==> config.mk <==
export PLATFORM = sky130hd
export DESIGN_NAME = otc_tx_control
export DESIGN_NICKNAME = d
export VERILOG_FILES = /design/src/rtl/otc_pkg.sv /design/src/rtl/otc_tx_control.sv
export SDC_FILE = /design/constraint.sdc
export NUM_CORES = 1
export LEC_CHECK = 0
export BUFFER_PORTS_ARGS = -buffer_cell sky130_fd_sc_hd__buf_2
export CORE_ASPECT_RATIO = 1.25
export CORE_MARGIN = 8
export CORE_UTILIZATION = 50
export CTS_CLUSTER_DIAMETER = 40
export DETAILED_ROUTE_END_ITERATION = 10
export HOLD_SLACK_MARGIN = 0.02
export PLACE_DENSITY = 0.76
export SYNTH_ARGS = -nofsm -noshare
export SYNTH_HDL_FRONTEND = slang
export SYNTH_SLANG_ARGS = --single-unit
==> constraint.sdc <==
create_clock -name clk_i -period 7.2 [get_ports clk_i]
set_clock_uncertainty 0.2 [all_clocks]
set_input_delay 1.44 -clock clk_i [delete_from_list [all_inputs] [get_ports clk_i]]
set_output_delay 1.44 -clock clk_i [all_outputs]
set_load 0.02 [all_outputs]
==> src/rtl/otc_pkg.sv <==
package otc_pkg;

  // Two-wire device addresses in 7-bit form (0xA0 and 0xA2 on the wire).
  localparam logic [6:0] ID_DEV_ADDR   = 7'h50;
  localparam logic [6:0] DIAG_DEV_ADDR = 7'h51;

  // Diagnostic memory offsets.
  localparam logic [7:0] STATUS_OFS    = 8'h6e;
  localparam logic [7:0] MON_TEMP_OFS  = 8'h60;
  localparam logic [7:0] MON_VCC_OFS   = 8'h62;
  localparam logic [7:0] MON_BIAS_OFS  = 8'h64;
  localparam logic [7:0] MON_TXP_OFS   = 8'h66;
  localparam logic [7:0] MON_RXP_OFS   = 8'h68;

  // Field positions in the status byte.
  localparam int HW_DIS_BIT = 7;
  localparam int SW_DIS_BIT = 6;
  localparam int FAULT_BIT  = 2;
  localparam int LOS_BIT    = 1;

  // Reset values.
  localparam logic SW_DIS_RST  = 1'b0;
  localparam logic PIN_DIS_RST = 1'b1;

  // Laser power window for the fault check.
  localparam logic [15:0] TX_PWR_MIN = 16'h0400;
  localparam logic [15:0] TX_PWR_MAX = 16'hf000;

  // Power check is blanked while the laser settles after enable.
  localparam int          CLK_MHZ          = 250;
  localparam int          FAULT_BLANK_NS   = 1000;
  localparam int          FAULT_BLANK_CYC  = (FAULT_BLANK_NS * CLK_MHZ + 999) / 1000;
  localparam logic [8:0]  FAULT_BLANK_LOAD = 9'(FAULT_BLANK_CYC);

  typedef enum logic [3:0] {
    TWS_IDLE,
    TWS_ADDR,
    TWS_WORD,
    TWS_WRITE,
    TWS_ACK,
    TWS_READ,
    TWS_RACK
  } otc_tws_state_type;

  typedef struct packed {
    logic [15:0] temp;
    logic [15:0] vcc;
    logic [15:0] bias;
    logic [15:0] tx_pwr;
    logic [15:0] rx_pwr;
  } otc_monitor_type;

  typedef struct packed {
    logic              scl_m;
    logic              scl_s;
    logic              scl_p;
    logic              sda_m;
    logic              sda_s;
    logic              sda_p;
    logic              dis_m;
    logic              dis_s;
    logic              dis_p;
    logic              los_m;
    logic              los_s;
    otc_tws_state_type st;
    otc_tws_state_type nxt;
    logic [2:0]        cnt;
    logic [7:0]        shreg;
    logic [7:0]        ptr;
    logic              diag_sel;
    logic              ack;
    logic              phase;
    logic              sda_drv;
    logic              sw_dis;
    logic              fault;
    logic [8:0]        blank;
    logic              laser_en;
    logic              rx_los;
  } otc_state_type;

  localparam otc_state_type OTC_STATE_RST = '{
    scl_m:  1'b1,
    scl_s:  1'b1,
    scl_p:  1'b1,
    sda_m:  1'b1,
    sda_s:  1'b1,
    sda_p:  1'b1,
    dis_m:  PIN_DIS_RST,
    dis_s:  PIN_DIS_RST,
    dis_p:  PIN_DIS_RST,
    st:     TWS_IDLE,
    nxt:    TWS_IDLE,
    sw_dis: SW_DIS_RST,
    blank:  FAULT_BLANK_LOAD,
    default: '0
  };

endpackage

==> src/rtl/otc_tx_control.sv <==
`timescale 1ns/1ps

// Operation
// - Laser output is off while the shut-off pin is high, on when low.
// - Shut-off pin idles high, so the laser stays off until driven low.
// - A rising edge on the shut-off pin resets the transmit fault state.
// - Software shut-off bit sits at bit 6 of diagnostic byte 110.
// - Bit 7 of diagnostic byte 110 reports the shut-off pin state.
// - Laser is disabled when the software bit or the pin is set.
// - Reset clears the software shut-off bit, re-enabling the laser.
// - A laser fault raises the fault output and turns the laser off.
// - Fault output is low in normal operation and high on a fault.
// - Laser power below the minimum or above the maximum is a fault.
// - Fault latches; only a pin toggle or reset clears it.
// - Latched fault reads at bit 2 of diagnostic byte 110.
// - Device 0xA0 answers reads from a 256-byte identification memory.
// - Device 0xA2 answers accesses to a 256-byte diagnostic memory.
// - Diagnostic memory shows bias, transmit power, supply, temperature, receive power.
// - Shut-off and receive-loss status are mirrored into diagnostic memory.
// - Receive-loss bit is high without signal and reads at bit 1 of byte 110.
module otc_tx_control
  import otc_pkg::*;
#(
  parameter logic [7:0] ID_ROM [256] = '{default: 8'h00}
)
(
  input  wire logic            clk_i,
  input  wire logic            rst_n_i,
  input  wire logic            tx_disable_i,
  input  wire logic            receive_signal_lost_i,
  input  wire otc_monitor_type monitor_i,
  input  wire logic            scl_i,
  input  wire logic            sda_i,
  output logic                 sda_o,
  output logic                 sda_oe_o,
  output logic                 tx_fault_o,
  output logic                 tx_fault_oe_o,
  output logic                 laser_en_o,
  output logic                 receive_signal_lost_o
);

  otc_state_type q;
  otc_state_type d;

  logic          scl_rise;
  logic          scl_fall;
  logic          start_seen;
  logic          stop_seen;
  logic          any_dis;
  logic          fault_set;
  logic          fault_clr;
  logic [7:0]    rx_byte;

  // Picks the high or low byte of a 16-bit monitor value.
  function automatic logic [7:0] mon_byte(input logic [15:0] val, input logic lsb);
    mon_byte = lsb ? val[7:0] : val[15:8];
  endfunction

  // Tells whether an offset falls on either byte of a 16-bit monitor word.
  function automatic logic word_hit(input logic [7:0] ofs, input logic [7:0] base);
    word_hit = (ofs[7:1] == base[7:1]);
  endfunction

  // Tells whether a synchronised level has just gone from low to high.
  function automatic logic went_high(input logic now_lvl, input logic prev_lvl);
    went_high = now_lvl & ~prev_lvl;
  endfunction

  // Tells whether a laser power reading lies outside the allowed window.
  function automatic logic pwr_bad(input logic [15:0] pwr);
    pwr_bad = (pwr < TX_PWR_MIN) || (pwr > TX_PWR_MAX);
  endfunction

  // Open-drain drive: the line is pulled low to send a zero.
  function automatic logic pull_for(input logic b);
    pull_for = ~b;
  endfunction

  // Advances the bit counter within a byte.
  function automatic logic [2:0] next_bit(input logic [2:0] cnt);
    next_bit = cnt + 3'h1;
  endfunction

  // Advances the shared memory pointer, wrapping from the last byte to the first.
  function automatic logic [7:0] next_ofs(input logic [7:0] ofs);
    next_ofs = ofs + 8'h01;
  endfunction

  // Builds the status byte from the mirrored pins and the control bits.
  function automatic logic [7:0] status_byte();
    logic [7:0] s;
    s             = 8'h00;
    s[HW_DIS_BIT] = q.dis_s;
    s[SW_DIS_BIT] = q.sw_dis;
    s[FAULT_BIT]  = q.fault;
    s[LOS_BIT]    = q.rx_los;
    status_byte   = s;
  endfunction

  // Tells whether a received address byte names this device.
  function automatic logic addr_hit(input logic [7:0] b, input logic [6:0] dev);
    addr_hit = (b[7:1] == dev);
  endfunction

  // Read data for the selected memory at the given offset.
  function automatic logic [7:0] rd_byte(input logic diag, input logic [7:0] ofs);
    logic [7:0] r;
    r = 8'h00;
    if (!diag)
    begin
      r = ID_ROM[ofs];
    end
    else if (word_hit(ofs, MON_TEMP_OFS))
    begin
      r = mon_byte(monitor_i.temp, ofs[0]);
    end
    else if (word_hit(ofs, MON_VCC_OFS))
    begin
      r = mon_byte(monitor_i.vcc, ofs[0]);
    end
    else if (word_hit(ofs, MON_BIAS_OFS))
    begin
      r = mon_byte(monitor_i.bias, ofs[0]);
    end
    else if (word_hit(ofs, MON_TXP_OFS))
    begin
      r = mon_byte(monitor_i.tx_pwr, ofs[0]);
    end
    else if (word_hit(ofs, MON_RXP_OFS))
    begin
      r = mon_byte(monitor_i.rx_pwr, ofs[0]);
    end
    else if (ofs == STATUS_OFS)
    begin
      r = status_byte();
    end
    rd_byte = r;
  endfunction

  assign scl_rise   = went_high(q.scl_s, q.scl_p);
  assign scl_fall   = ~q.scl_s & q.scl_p;
  assign start_seen = q.scl_s & q.scl_p & q.sda_p & ~q.sda_s;
  assign stop_seen  = q.scl_s & q.scl_p & ~q.sda_p & q.sda_s;
  assign rx_byte    = {q.shreg[6:0], q.sda_s};

  assign any_dis   = q.dis_s | q.sw_dis | q.fault;
  assign fault_set = ~any_dis && (q.blank == 9'h000) && pwr_bad(monitor_i.tx_pwr);
  assign fault_clr = went_high(q.dis_s, q.dis_p);

  always_comb
  begin
    d = q;

    // Pins pass two flip-flops before any logic looks at them.
    d.scl_m  = scl_i;
    d.scl_s  = q.scl_m;
    d.scl_p  = q.scl_s;
    d.sda_m  = sda_i;
    d.sda_s  = q.sda_m;
    d.sda_p  = q.sda_s;
    d.dis_m  = tx_disable_i;
    d.dis_s  = q.dis_m;
    d.dis_p  = q.dis_s;
    d.los_m  = receive_signal_lost_i;
    d.los_s  = q.los_m;
    d.rx_los = q.los_s;

    // Power check waits for the laser to settle after each enable.
    if (any_dis)
    begin
      d.blank = FAULT_BLANK_LOAD;
    end
    else if (q.blank != 9'h000)
    begin
      d.blank = q.blank - 9'h001;
    end

    // A new fault wins over a clear in the same cycle.
    if (fault_set)
    begin
      d.fault = 1'b1;
    end
    else if (fault_clr)
    begin
      d.fault = 1'b0;
    end

    // The laser follows the new fault value, so it goes dark with the fault output.
    d.laser_en = ~(q.dis_s | q.sw_dis | d.fault);

    // Two-wire slave.
    if (start_seen)
    begin
      d.st      = TWS_ADDR;
      d.cnt     = 3'h0;
      d.sda_drv = 1'b0;
    end
    else if (stop_seen)
    begin
      d.st      = TWS_IDLE;
      d.sda_drv = 1'b0;
    end
    else
    begin
      case (q.st)
        TWS_ADDR, TWS_WORD, TWS_WRITE:
        begin
          if (scl_rise)
          begin
            d.shreg = rx_byte;
            d.cnt   = next_bit(q.cnt);
            if (q.cnt == 3'h7)
            begin
              d.st    = TWS_ACK;
              d.phase = 1'b0;
              d.ack   = 1'b1;
              if (q.st == TWS_ADDR)
              begin
                if (addr_hit(rx_byte, DIAG_DEV_ADDR))
                begin
                  d.diag_sel = 1'b1;
                  d.nxt      = rx_byte[0] ? TWS_READ : TWS_WORD;
                end
                else if (addr_hit(rx_byte, ID_DEV_ADDR))
                begin
                  d.diag_sel = 1'b0;
                  d.nxt      = rx_byte[0] ? TWS_READ : TWS_WORD;
                end
                else
                begin
                  d.ack = 1'b0;
                  d.nxt = TWS_IDLE;
                end
              end
              else if (q.st == TWS_WORD)
              begin
                d.ptr = rx_byte;
                d.nxt = TWS_WRITE;
              end
              else
              begin
                if (q.diag_sel && (q.ptr == STATUS_OFS))
                begin
                  d.sw_dis = rx_byte[SW_DIS_BIT];
                end
                d.ptr = next_ofs(q.ptr);
                d.nxt = TWS_WRITE;
              end
            end
          end
        end
        TWS_ACK:
        begin
          if (scl_fall)
          begin
            if (!q.phase)
            begin
              d.sda_drv = q.ack;
              d.phase   = 1'b1;
            end
            else
            begin
              d.st  = q.nxt;
              d.cnt = 3'h0;
              if (q.nxt == TWS_READ)
              begin
                d.shreg   = rd_byte(q.diag_sel, q.ptr);
                d.sda_drv = pull_for(d.shreg[7]);
              end
              else
              begin
                d.sda_drv = 1'b0;
              end
            end
          end
        end
        TWS_READ:
        begin
          if (scl_fall)
          begin
            if (q.cnt == 3'h7)
            begin
              d.sda_drv = 1'b0;
              d.st      = TWS_RACK;
              d.phase   = 1'b0;
              d.ptr     = next_ofs(q.ptr);
            end
            else
            begin
              d.cnt     = next_bit(q.cnt);
              d.shreg   = {q.shreg[6:0], 1'b0};
              d.sda_drv = pull_for(q.shreg[6]);
            end
          end
        end
        TWS_RACK:
        begin
          if (scl_rise)
          begin
            d.phase = 1'b1;
            d.ack   = ~q.sda_s;
            if (q.sda_s)
            begin
              d.st = TWS_IDLE;
            end
          end
          else if (scl_fall && q.phase)
          begin
            d.st      = TWS_READ;
            d.cnt     = 3'h0;
            d.shreg   = rd_byte(q.diag_sel, q.ptr);
            d.sda_drv = pull_for(d.shreg[7]);
          end
        end
        default:
        begin
          d.sda_drv = 1'b0;
        end
      endcase
    end
  end

  always_ff @(posedge clk_i)
  begin
    if (!rst_n_i)
    begin
      q <= OTC_STATE_RST;
    end
    else
    begin
      q <= d;
    end
  end

  assign sda_o                 = 1'b0;
  assign sda_oe_o              = q.sda_drv;
  // The fault pin is open collector and is held low while no fault is latched.
  assign tx_fault_o            = 1'b0;
  assign tx_fault_oe_o         = ~q.fault;
  assign laser_en_o            = q.laser_en;
  assign receive_signal_lost_o = q.rx_los;

endmodule

# Word level (Yosys, flattened, before mapping)
# Memories as Yosys holds them, arrays and structs flattened.
# Cells that the tools add are included.
# Widths: inputs -> output; s select.
# classes
add_sub_neg	3
order_cmp	3
n_eq_ne	38
n_mux	73
bitwise	29
n_reduce_logical	27
# op_table
operator	n
$mux 8	30
$mux 11	6
$pmux 11 s4	1
$mux 4	9
$reduce_and 9->1	4
$eq 7x6->1 const B	5
$mux 30	1
$ne 2x2->1 const B	12
$ne 4x4->1 const B	6
$mux 19	1
$not 1->1	17
$eq 4x3->1 const B	4
$gt 16x16->1 const B	1
$lt 16x11->1 const B	1
$pmux 4 s4	1
$pmux 8 s2	1
$reduce_and 8->1	2
$eq 7x7->1 const B	2
$mux 1	14
$reduce_and 11->1	1
$ne 5x5->1 const B	2
$reduce_and 5->1	2
$ge 9x9->1 const B	1
$logic_not 9->1	1
25 further kinds	48
# totals
regBits	54
rom_bits	2048
output_inout_bits	6
wordCells	200
memories	1
# memory_table
name	words	width	rd	rd_clocked_by_memory_dff	wr	line	text
(no name shown)	256	8	1	0	0	otc_tx_control.sv:111	r = ID_ROM[ofs];

# Longest topological paths before layout
# Gate-level depths: netlist (run 1).
# depth
depth_word	19
ltp_mapped	10
mapped_depth_nobuf	7

# Worst setup path after synthesis (run 1)
# Ideal clock, no wire load.
# synth_path
path_type	input -> register
from	input port monitor_i[19] (netlist name)
to	register q[28] (netlist name)
setup_ns	0.125
arrival_time_ns	2.521
setup_slack_ns	4.354
path_stages	5
path_buffers	0
cell_sequence	mux4_2 -> a211oi_1 -> a2111oi_0 -> a221oi_1 -> a21oi_2
# synth_between
elab_chain_len	16
word_cells_on_any_way	23
# synth_lines
element	line	text
start: declaration	otc_tx_control.sv:31	input wire otc_monitor_type monitor_i,
$mux 8 *	otc_tx_control.sv:56	mon_byte = lsb ? val[7:0] : val[15:8];
$mux 8 *	otc_tx_control.sv:125	else if (word_hit(ofs, MON_TXP_OFS))
$mux 8 *	otc_tx_control.sv:121	else if (word_hit(ofs, MON_BIAS_OFS))
$mux 8 *	otc_tx_control.sv:117	else if (word_hit(ofs, MON_VCC_OFS))
$mux 8 *	otc_tx_control.sv:113	else if (word_hit(ofs, MON_TEMP_OFS))
$mux 8 *	otc_tx_control.sv:109	if (!diag)
$mux 8	otc_tx_control.sv:265	if (q.nxt == TWS_READ)
$mux 8	otc_tx_control.sv:256	if (!q.phase)
$mux 8	otc_tx_control.sv:254	if (scl_fall)
$mux 8	otc_tx_control.sv:205	case (q.st)
$mux 8	otc_tx_control.sv:198	else if (stop_seen)
$mux 8	otc_tx_control.sv:192	if (start_seen)
$mux 8	otc_tx_control.sv:265	
$mux 11	otc_tx_control.sv:256	
$mux 11	otc_tx_control.sv:254	
$pmux 11 s4 *	otc_tx_control.sv:205	
end signal: assignment	otc_tx_control.sv:327	q <= OTC_STATE_RST;
end signal: assignment	otc_tx_control.sv:331	q <= d;
end: declaration	otc_tx_control.sv:42	otc_state_type q;
# Every way passes the cells marked *; elsewhere a longest branch is shown, timed or not. The select of a mux whose other input is x is not followed.
# A chain may end at the register's enable or synchronous reset.

# Worst setup path after layout (run 1)
# layout_path
from	register q[40] (netlist name)
to	register q[31] (netlist name)
# layout_between
elab_chain_len	4
word_cells_on_any_way	18
# layout_lines
element	line
$eq 4x1->1 or $eq 4x2->1 (tied branches)	otc_tx_control.sv:205
$reduce_or 3->1	otc_tx_control.sv:205
$reduce_bool 4->1 (no line) or $ne 2x2->1 (tied branches)	-
$reduce_and 11->1 (no line)	-
# Parallel ways exist; a longest one is shown, timed or not.

==> results.md, run 1 <==
- Compound-Gate Fraction of Synth Area: 0.244
- Sequential fraction of design power: 0.559
- Worst-Skew Late Latency: about 0.32 ns
- Clock transition at path regs: 0.11 ns
- Initial Utilization: 0.505
- Routed met3 length: about 920 um
- CP endpoint kind: flop
- CTS tree: done
- Port bufs: a little under 90
- Die ar.: between 10000 and 15000 um^2
- Max Freq: between 300 and 400 MHz
- Fraction of layout cells with a size suffix above 1: 0.249
- Xor/xnor share of the synthesized area: 0.0119
- Post-layout util: 0.572
- Peak supply drop: roughly 110 uV
- Most frequent cells after synthesis: dfxtp_1, nand2_1, nor2_1, a21oi_1, o21ai_0
- Distinct cells, synth: between 70 and 80
- CTS sink count: between 50 and 60
- Minimum clock period: ~3 ns
- Synth area leader: dfxtp_1
- Core area: about 7300 um^2
- Wire per inst: ~17 um
- Simple-Gate Fraction of Synth Area: 0.255
- Predominant post-synthesis flop cell: dfxtp_1
- Data arrival time of the worst path: roughly 3.0 ns
- Top cells by area, synth: dfxtp_1, mux2i_1, a21oi_1
- Post-synth EDFFs: 0
- Initial DRT Pass Iterations: 4
- Sequential fraction of the synthesis area: 0.283
- First-pass GRT wire length: 17.7 mm
- Largest net degree at the start of global routing: between 40 and 50
- Top-count cell post-synth: dfxtp_1
- Core Rows: 35
- Initial antenna violation count: 0
- Antenna viol nets, final: 0
- Period utilization: 0.418
- PwrDens: ~130 nW/um^2
- DP HPWL: between 7 and 8 mm
- Syn Std Cell Area: between 3000 and 4000 um^2
- Synthesized area per cell: ~8.2 um^2
- Clock Tree Root: clkbuf_8
- Adder-cell area share of the yosys netlist: 0.0170
- Top Layer Used: met4
- Outcome: completed
- Max Root-Sink Buffers: 2
- Post-CTS Setup Repair Bufs: 0
- Synthesis Warnings: 0
- Slowest stage delay, CP: between 0.8 and 0.9 ns
- Comb power frac: 0.103
- Worst min path class: reg -> reg
- GRT Resource Usage Total: 0.205
- CTS HTree Levels: 2
- Setup Total Neg Slack: 0 ns
- Hold_buf cts: 0
- DRC Markers: 0
- Final hold viol count: 0
- Max-cap violations: 0
- WL met2: 5.24 mm
- Asr flop ratio synth: 0
- Worst EP required: a little over 7 ns
- Slew headroom: 0.315
- Initial drt markers: 260
- Gate Count Post-Synth: between 400 and 500
- I/O Pins: 92
- Clock group share of total power: 0.338
- Slowest cell on crit path: dfxtp_1
- Crit path cell chain: nor2_1 > or3_4 > a221oi_4 > mux2_4 > a32o_2
- Vias in the first global route: between 3000 and 4000
- Area grow syn2layout: 13.2%
- Grt total ovfl: 0
- ANT cells: 0
- Met1 WL: ~4.1 mm
- Startpoint types: flop
- Multiplexer share of the synthesized area: 0.128
- Crit path kind: reg -> reg
- Max Transition Viols Final: 0
- Vias: approximately 3700
- Yosys top cell area share: 0.283
- Main combinational cell family by area after synthesis: simple AND/OR/NAND/NOR gates
- Slew @ Worst Pin: around 1.0 ns
- Num CTS Buffers: 5
- Int Power: ~0.4 mW
- Final Net Count: about 600
- Cts repair resizes: 0
- RD Place Congestion: 0.909
- Die Y: between 100 and 150 um
- Post-synthesis register bit count: 52
- Crit Path Max Fanout: 24
- Net Sw Frac: 0.261
- P_leak: between 1.5 and 2 nW
- NetSw: around 0.14 mW
- Die X: 92.7 um
- DRT Wirelength: 10.5 mm
- Routed vias/inst: around 6.1
- Final setup violation count: 0
- RSZ-0062 raised after global routing: no
sequential cells by signal, indices dropped and copies added (netlist names):
register	count
q	41
d	8
laser_en_o	1
receive_signal_lost_o	1
sda_oe_o	1
worst max-delay path, delay by kind of cell, from the launching register on:
kind | cells | cell delay (ns)
DFF | 1 | 0.84
muxes | 1 | 0.35
and+or+nand+nor | 2 | 0.66
AOI/OAI and AO/OA | 2 | 0.85
final timing paths:
| check | startpoint | to | slack (ns) | cells after the start |
|---|---|---|---|---|
| worst max-delay path | q[40]$_SDFFE_PN0P_ | q[31]$_SDFFE_PN0P_ | 4.19 | 5 |
| worst min-delay path | d[47]$_SDFF_PN1_ | d[46]$_SDFF_PN1_ | 0.22 | 1 |
| worst max register to register | q[40]$_SDFFE_PN0P_ | q[31]$_SDFFE_PN0P_ | 4.19 | 5 |
| worst min register to register | d[47]$_SDFF_PN1_ | d[46]$_SDFF_PN1_ | 0.22 | 1 |
routing by layer:
layer	global-route usage	up-vias
met1	0.228	1754
met5	0	-
met3	0.0491	20
met2	0.360	148
li1	-	1790
met4	0.0830	0
metrics by stage:
stage               power [mW]  setup slack (ns)  hold slack (ns)  area (um^2)  cells
floorplan                0.327              4.35            0.186         3680    451
global placement         0.355              4.01            0.190         4060    598
detailed placement       0.357              3.97            0.196         4060    598
CTS                      0.533              4.25            0.226         4160    606
global route             0.550              4.06            0.242         4160    606
finish                   0.530              4.19            0.222         4160    606
area by class of cell:
class / count / area (um^2)
inverters: 11 / 41.3
clock buffers: 5 / 68.8
clock inverters: 3 / 25.0
repair buffers: 89 / 445
well taps: 92 / 115
fillers: 673 / 3110
multi-input cells: 354 / 2420
flip-flops and latches: 52 / 1040
power by group through the flow:
stage	clock network (mW)	registers [mW]	logic, mW
2_1_floorplan	0	0.299	0.0280
3_3_place_gp	0	0.302	0.0526
5_1_grt	0.193	0.297	0.0598
6_report	0.179	0.296	0.0546
3_5_place_dp	0	0.303	0.0541
4_1_cts	0.182	0.296	0.0544
placed cells by master, fill, tap and decap left out, types with 4 or more instances in the layout:
| master | Yosys | final |
|---|---|---|
| o21ai_1 | 4 | 4 |
| a31oi_1 | 9 | 9 |
| dfxtp_1 | 52 | 51 |
| a32oi_1 | 5 | 5 |
| nor3_1 | 11 | 11 |
| a211oi_1 | 5 | 5 |
| nand4b_1 | 4 | 4 |
| nor2b_1 | 9 | 9 |
| nor4_1 | 6 | 6 |
| a21oi_1 | 32 | 32 |
| nand3_1 | 10 | 10 |
| mux2i_1 | 22 | 22 |
| o21ai_0 | 25 | 25 |
| mux4_2 | 6 | 6 |
| or3_1 | 4 | 4 |
| and2_1 | 4 | 4 |
| mux2_2 | 9 | 9 |
| clkbuf_8 | 0 | 5 |
| nand2_1 | 41 | 41 |
| buf_2 | 5 | 89 |
| nand4_1 | 5 | 5 |
| nor2_1 | 34 | 34 |
| o22ai_1 | 4 | 4 |
| nand3b_1 | 4 | 4 |
| ha_1 | 5 | 5 |
| inv_1 | 11 | 11 |
| a221o_1 | 4 | 4 |
| nand2b_1 | 23 | 23 |
kinds of logic (layout without fill, tap and decap cells):
family | after synthesis | in the layout
xor gates and xnor gates | 5 | 5
DFF | 52 | 52
other | 1 | 2
AOI/OAI and AO/OA | 130 | 130
muxes | 38 | 38
and+or+nand+nor | 174 | 174
buffers and inverters | 45 | 108
adders and majority gates | 5 | 5
Power figures use the tool's default switching activity.
==> run 2, diff against run 1 <==
==> constraint.sdc (replaced) <==
create_clock -name clk_i -period 2.9 [get_ports clk_i]
set_clock_uncertainty 0.2 [all_clocks]
set_input_delay 0.58 -clock clk_i [delete_from_list [all_inputs] [get_ports clk_i]]
set_output_delay 0.58 -clock clk_i [all_outputs]
set_load 0.02 [all_outputs]
==> run 2 against run 1 <==
Against the previous run: first-iteration DRC count increased by 4.6%; utilization is 1.2 points higher; wire length rose by 2.2%; die area stayed put; final area rose by 2.0%; final cell count increased by 1.8%.
==> results.md, run 2 (same netlist as run 1, synthesis figures left out) <==
- Port bufs: 89 (unchanged)
- ANT cells: 0 (unchanged)
- WL met2: 5.16 mm (-1.6%)
- Outcome: completed
- Grt total ovfl: 0 (unchanged)
- Clock Tree Root: clkbuf_8
- Period utilization: 0.832 (+0.414)
- DRC Markers: 0 (unchanged)
- Area after DPL: 4150 um^2 (+2.0%)
- Crit path kind: reg -> reg
- DRT Wirelength: 10.8 mm (+2.2%)
- Die Y: 112 um (unchanged)
- First-pass GRT wire length: 17.4 mm (-1.6%)
- Worst min path class: reg -> reg
- Routed vias/inst: 6.14 (+0.23%)
- RD Place Congestion: 0.913 (+0.44%)
- GRT Resource Usage Total: 0.202 (-0.00247)
- Initial DRT Pass Iterations: 5 (+1)
- Final hold viol count: 0 (unchanged)
- Setup Total Neg Slack: 0 ns (unchanged)
- Slowest cell on crit path: dfxtp_2
- Met1 WL: 4.29 mm (+4.7%)
- Startpoint types: flop
- Crit Path Max Fanout: 21 (-13%)
- PwrDens: 310 nW/um^2 (+140%)
- Vias in the first global route: 3616 (-4.1%)
- Slew @ Worst Pin: 0.662 ns (-0.366 ns)
- FF+latch area: 1040 um^2 (unchanged)
- Die X: 92.7 um (unchanged)
- Area of the multi-input gates: 2420 um^2 (unchanged)
- DP HPWL: 8.31 mm (+4.5%)
- Num CTS Buffers: 5 (unchanged)
- Data arrival time of the worst path: 2.46 ns (-0.57 ns)
- Worst EP required: 2.95 ns (-4.27 ns)
- Core Rows: 35 (unchanged)
- CTS sink count: 52 (unchanged)
- Wire per inst: 17.4 um (+0.41%)
- Die ar.: 10400 um^2 (unchanged)
- Commonest non-fill, non-tap cells in the layout: buf_2, dfxtp_1, nand2_1
- Slowest stage delay, CP: 0.61 ns (-0.23 ns)
- Worst-Skew Late Latency: 0.32 ns (about the same)
- Worst slack at placement: 0.523 ns (-3.45 ns)
- Commonest non-fill, non-tap cell in the layout: buf_2
- Max FFs per register: 41 (unchanged)
- Initial drt markers: 272 (+4.6%)
- CP delay by family, top: compound AO/OA/AOI/OAI gates
- Buf/Inv on CP: 1 (+1)
- Core area: 7270 um^2 (unchanged)
- Max Root-Sink Buffers: 2 (unchanged)
- Clock transition at path regs: 0.11 ns (about the same)
- Routed met3 length: 1.02 mm (+11%)
- Final Total Pwr: 1.32 mW (+150%)
- Post-CTS Setup Repair Bufs: 0 (unchanged)
- P_leak: 1.60 nW (+3.9%)
- CTS HTree Levels: 2 (unchanged)
- I/O Pins: 92 (unchanged)
- Slew headroom: 0.552 (+0.238)
- Fin area: 4240 um^2 (+2.0%)
- Max Transition Viols Final: 0 (unchanged)
- CTS tree: done
- Peak supply drop: 208 uV (+94%)
- Largest net degree at the start of global routing: 22 (-48%)
- Largest Register: q
- Initial Utilization: 0.505 (unchanged)
- Crit path cell chain: buf_4 > mux2_2 > nand3_1 > a2111oi_0 > a221oi_1 > a21oi_2
- Antenna viol nets, final: 0 (unchanged)
- Top Layer Used: met4
- Fraction of layout cells with a size suffix above 1: 0.265 (+0.0157)
- Fillers: 682 (+1.3%)
- Final Net Count: 615 (+1.8%)
- Max Freq: 414 MHz (+25%)
- CP endpoint kind: flop
- RSZ-0062 raised after global routing: no
- Final setup violation count: 0 (unchanged)
- Cts repair resizes: 0 (unchanged)
- Hold_buf cts: 0 (unchanged)
- Max-cap violations: 0 (unchanged)
- Minimum clock period: 2.41 ns (-0.597 ns)
- Area grow syn2layout: 15.5%
- Vias: 3788 (+2.0%)
- Setup WS post-layout: 0.487 ns (-3.70 ns)
- Initial antenna violation count: 0 (unchanged)
-- run 2: worst register-to-register path: stages, from the launching register on --
cell and delay (ns):
dfxtp_2 0.61, buf_4 0.41, mux2_2 0.23, nand3_1 0.08, a2111oi_0 0.56, a221oi_1 0.13
a21oi_2 0.16
-- run 2: layout make-up --
cell class,count,share of cell area
Multi-Input combinational cell,354,0.570
Tap cell,92,0.0271
Inverter,11,0.00973
Timing Repair Buffer,100,0.124
Sequential cell,52,0.246
Clock inverter,3,0.00649
Clock buffer,5,0.0162
-- run 2: metrics by stage --
stage | utilization | std cells | hold WS (ns)
6_report | 0.584 | 617 | 0.216
5_1_grt | 0.584 | 617 | 0.236
4_1_cts | 0.584 | 617 | 0.218
3_5_place_dp | 0.570 | 609 | 0.192
3_3_place_gp | 0.570 | 609 | 0.190
2_1_floorplan | - | 451 | 0.186
-- run 2: final timing paths --
| path | slack [ns] | from | to | cells after the start |
|---|---|---|---|---|
| worst min register to register | 0.22 | d[47]$_SDFF_PN1_ | d[46]$_SDFF_PN1_ | 1 |
| worst max register to register | 0.49 | q[17]$_SDFFE_PN0P_ | q[28]$_SDFFE_PN0P_ | 6 |
| worst min-delay path | 0.22 | d[47]$_SDFF_PN1_ | d[46]$_SDFF_PN1_ | 1 |
| worst max-delay path | 0.49 | q[17]$_SDFFE_PN0P_ | q[28]$_SDFFE_PN0P_ | 6 |
-- run 2: power by group --
part	leakage [nW]	internal [mW]	switching [mW]	total (mW)
clock	0.0463	0.178	0.263	0.441
combinational	1.13	0.0756	0.0667	0.142
sequential	0.422	0.723	0.0103	0.733
-- run 2: metal layers --
metal / GRT usage / vias to the layer above
met4: 0.0851 / 0
met5: 0 / -
met1: 0.235 / 1751
met2: 0.343 / 189
met3: 0.0478 / 28
li1: - / 1820
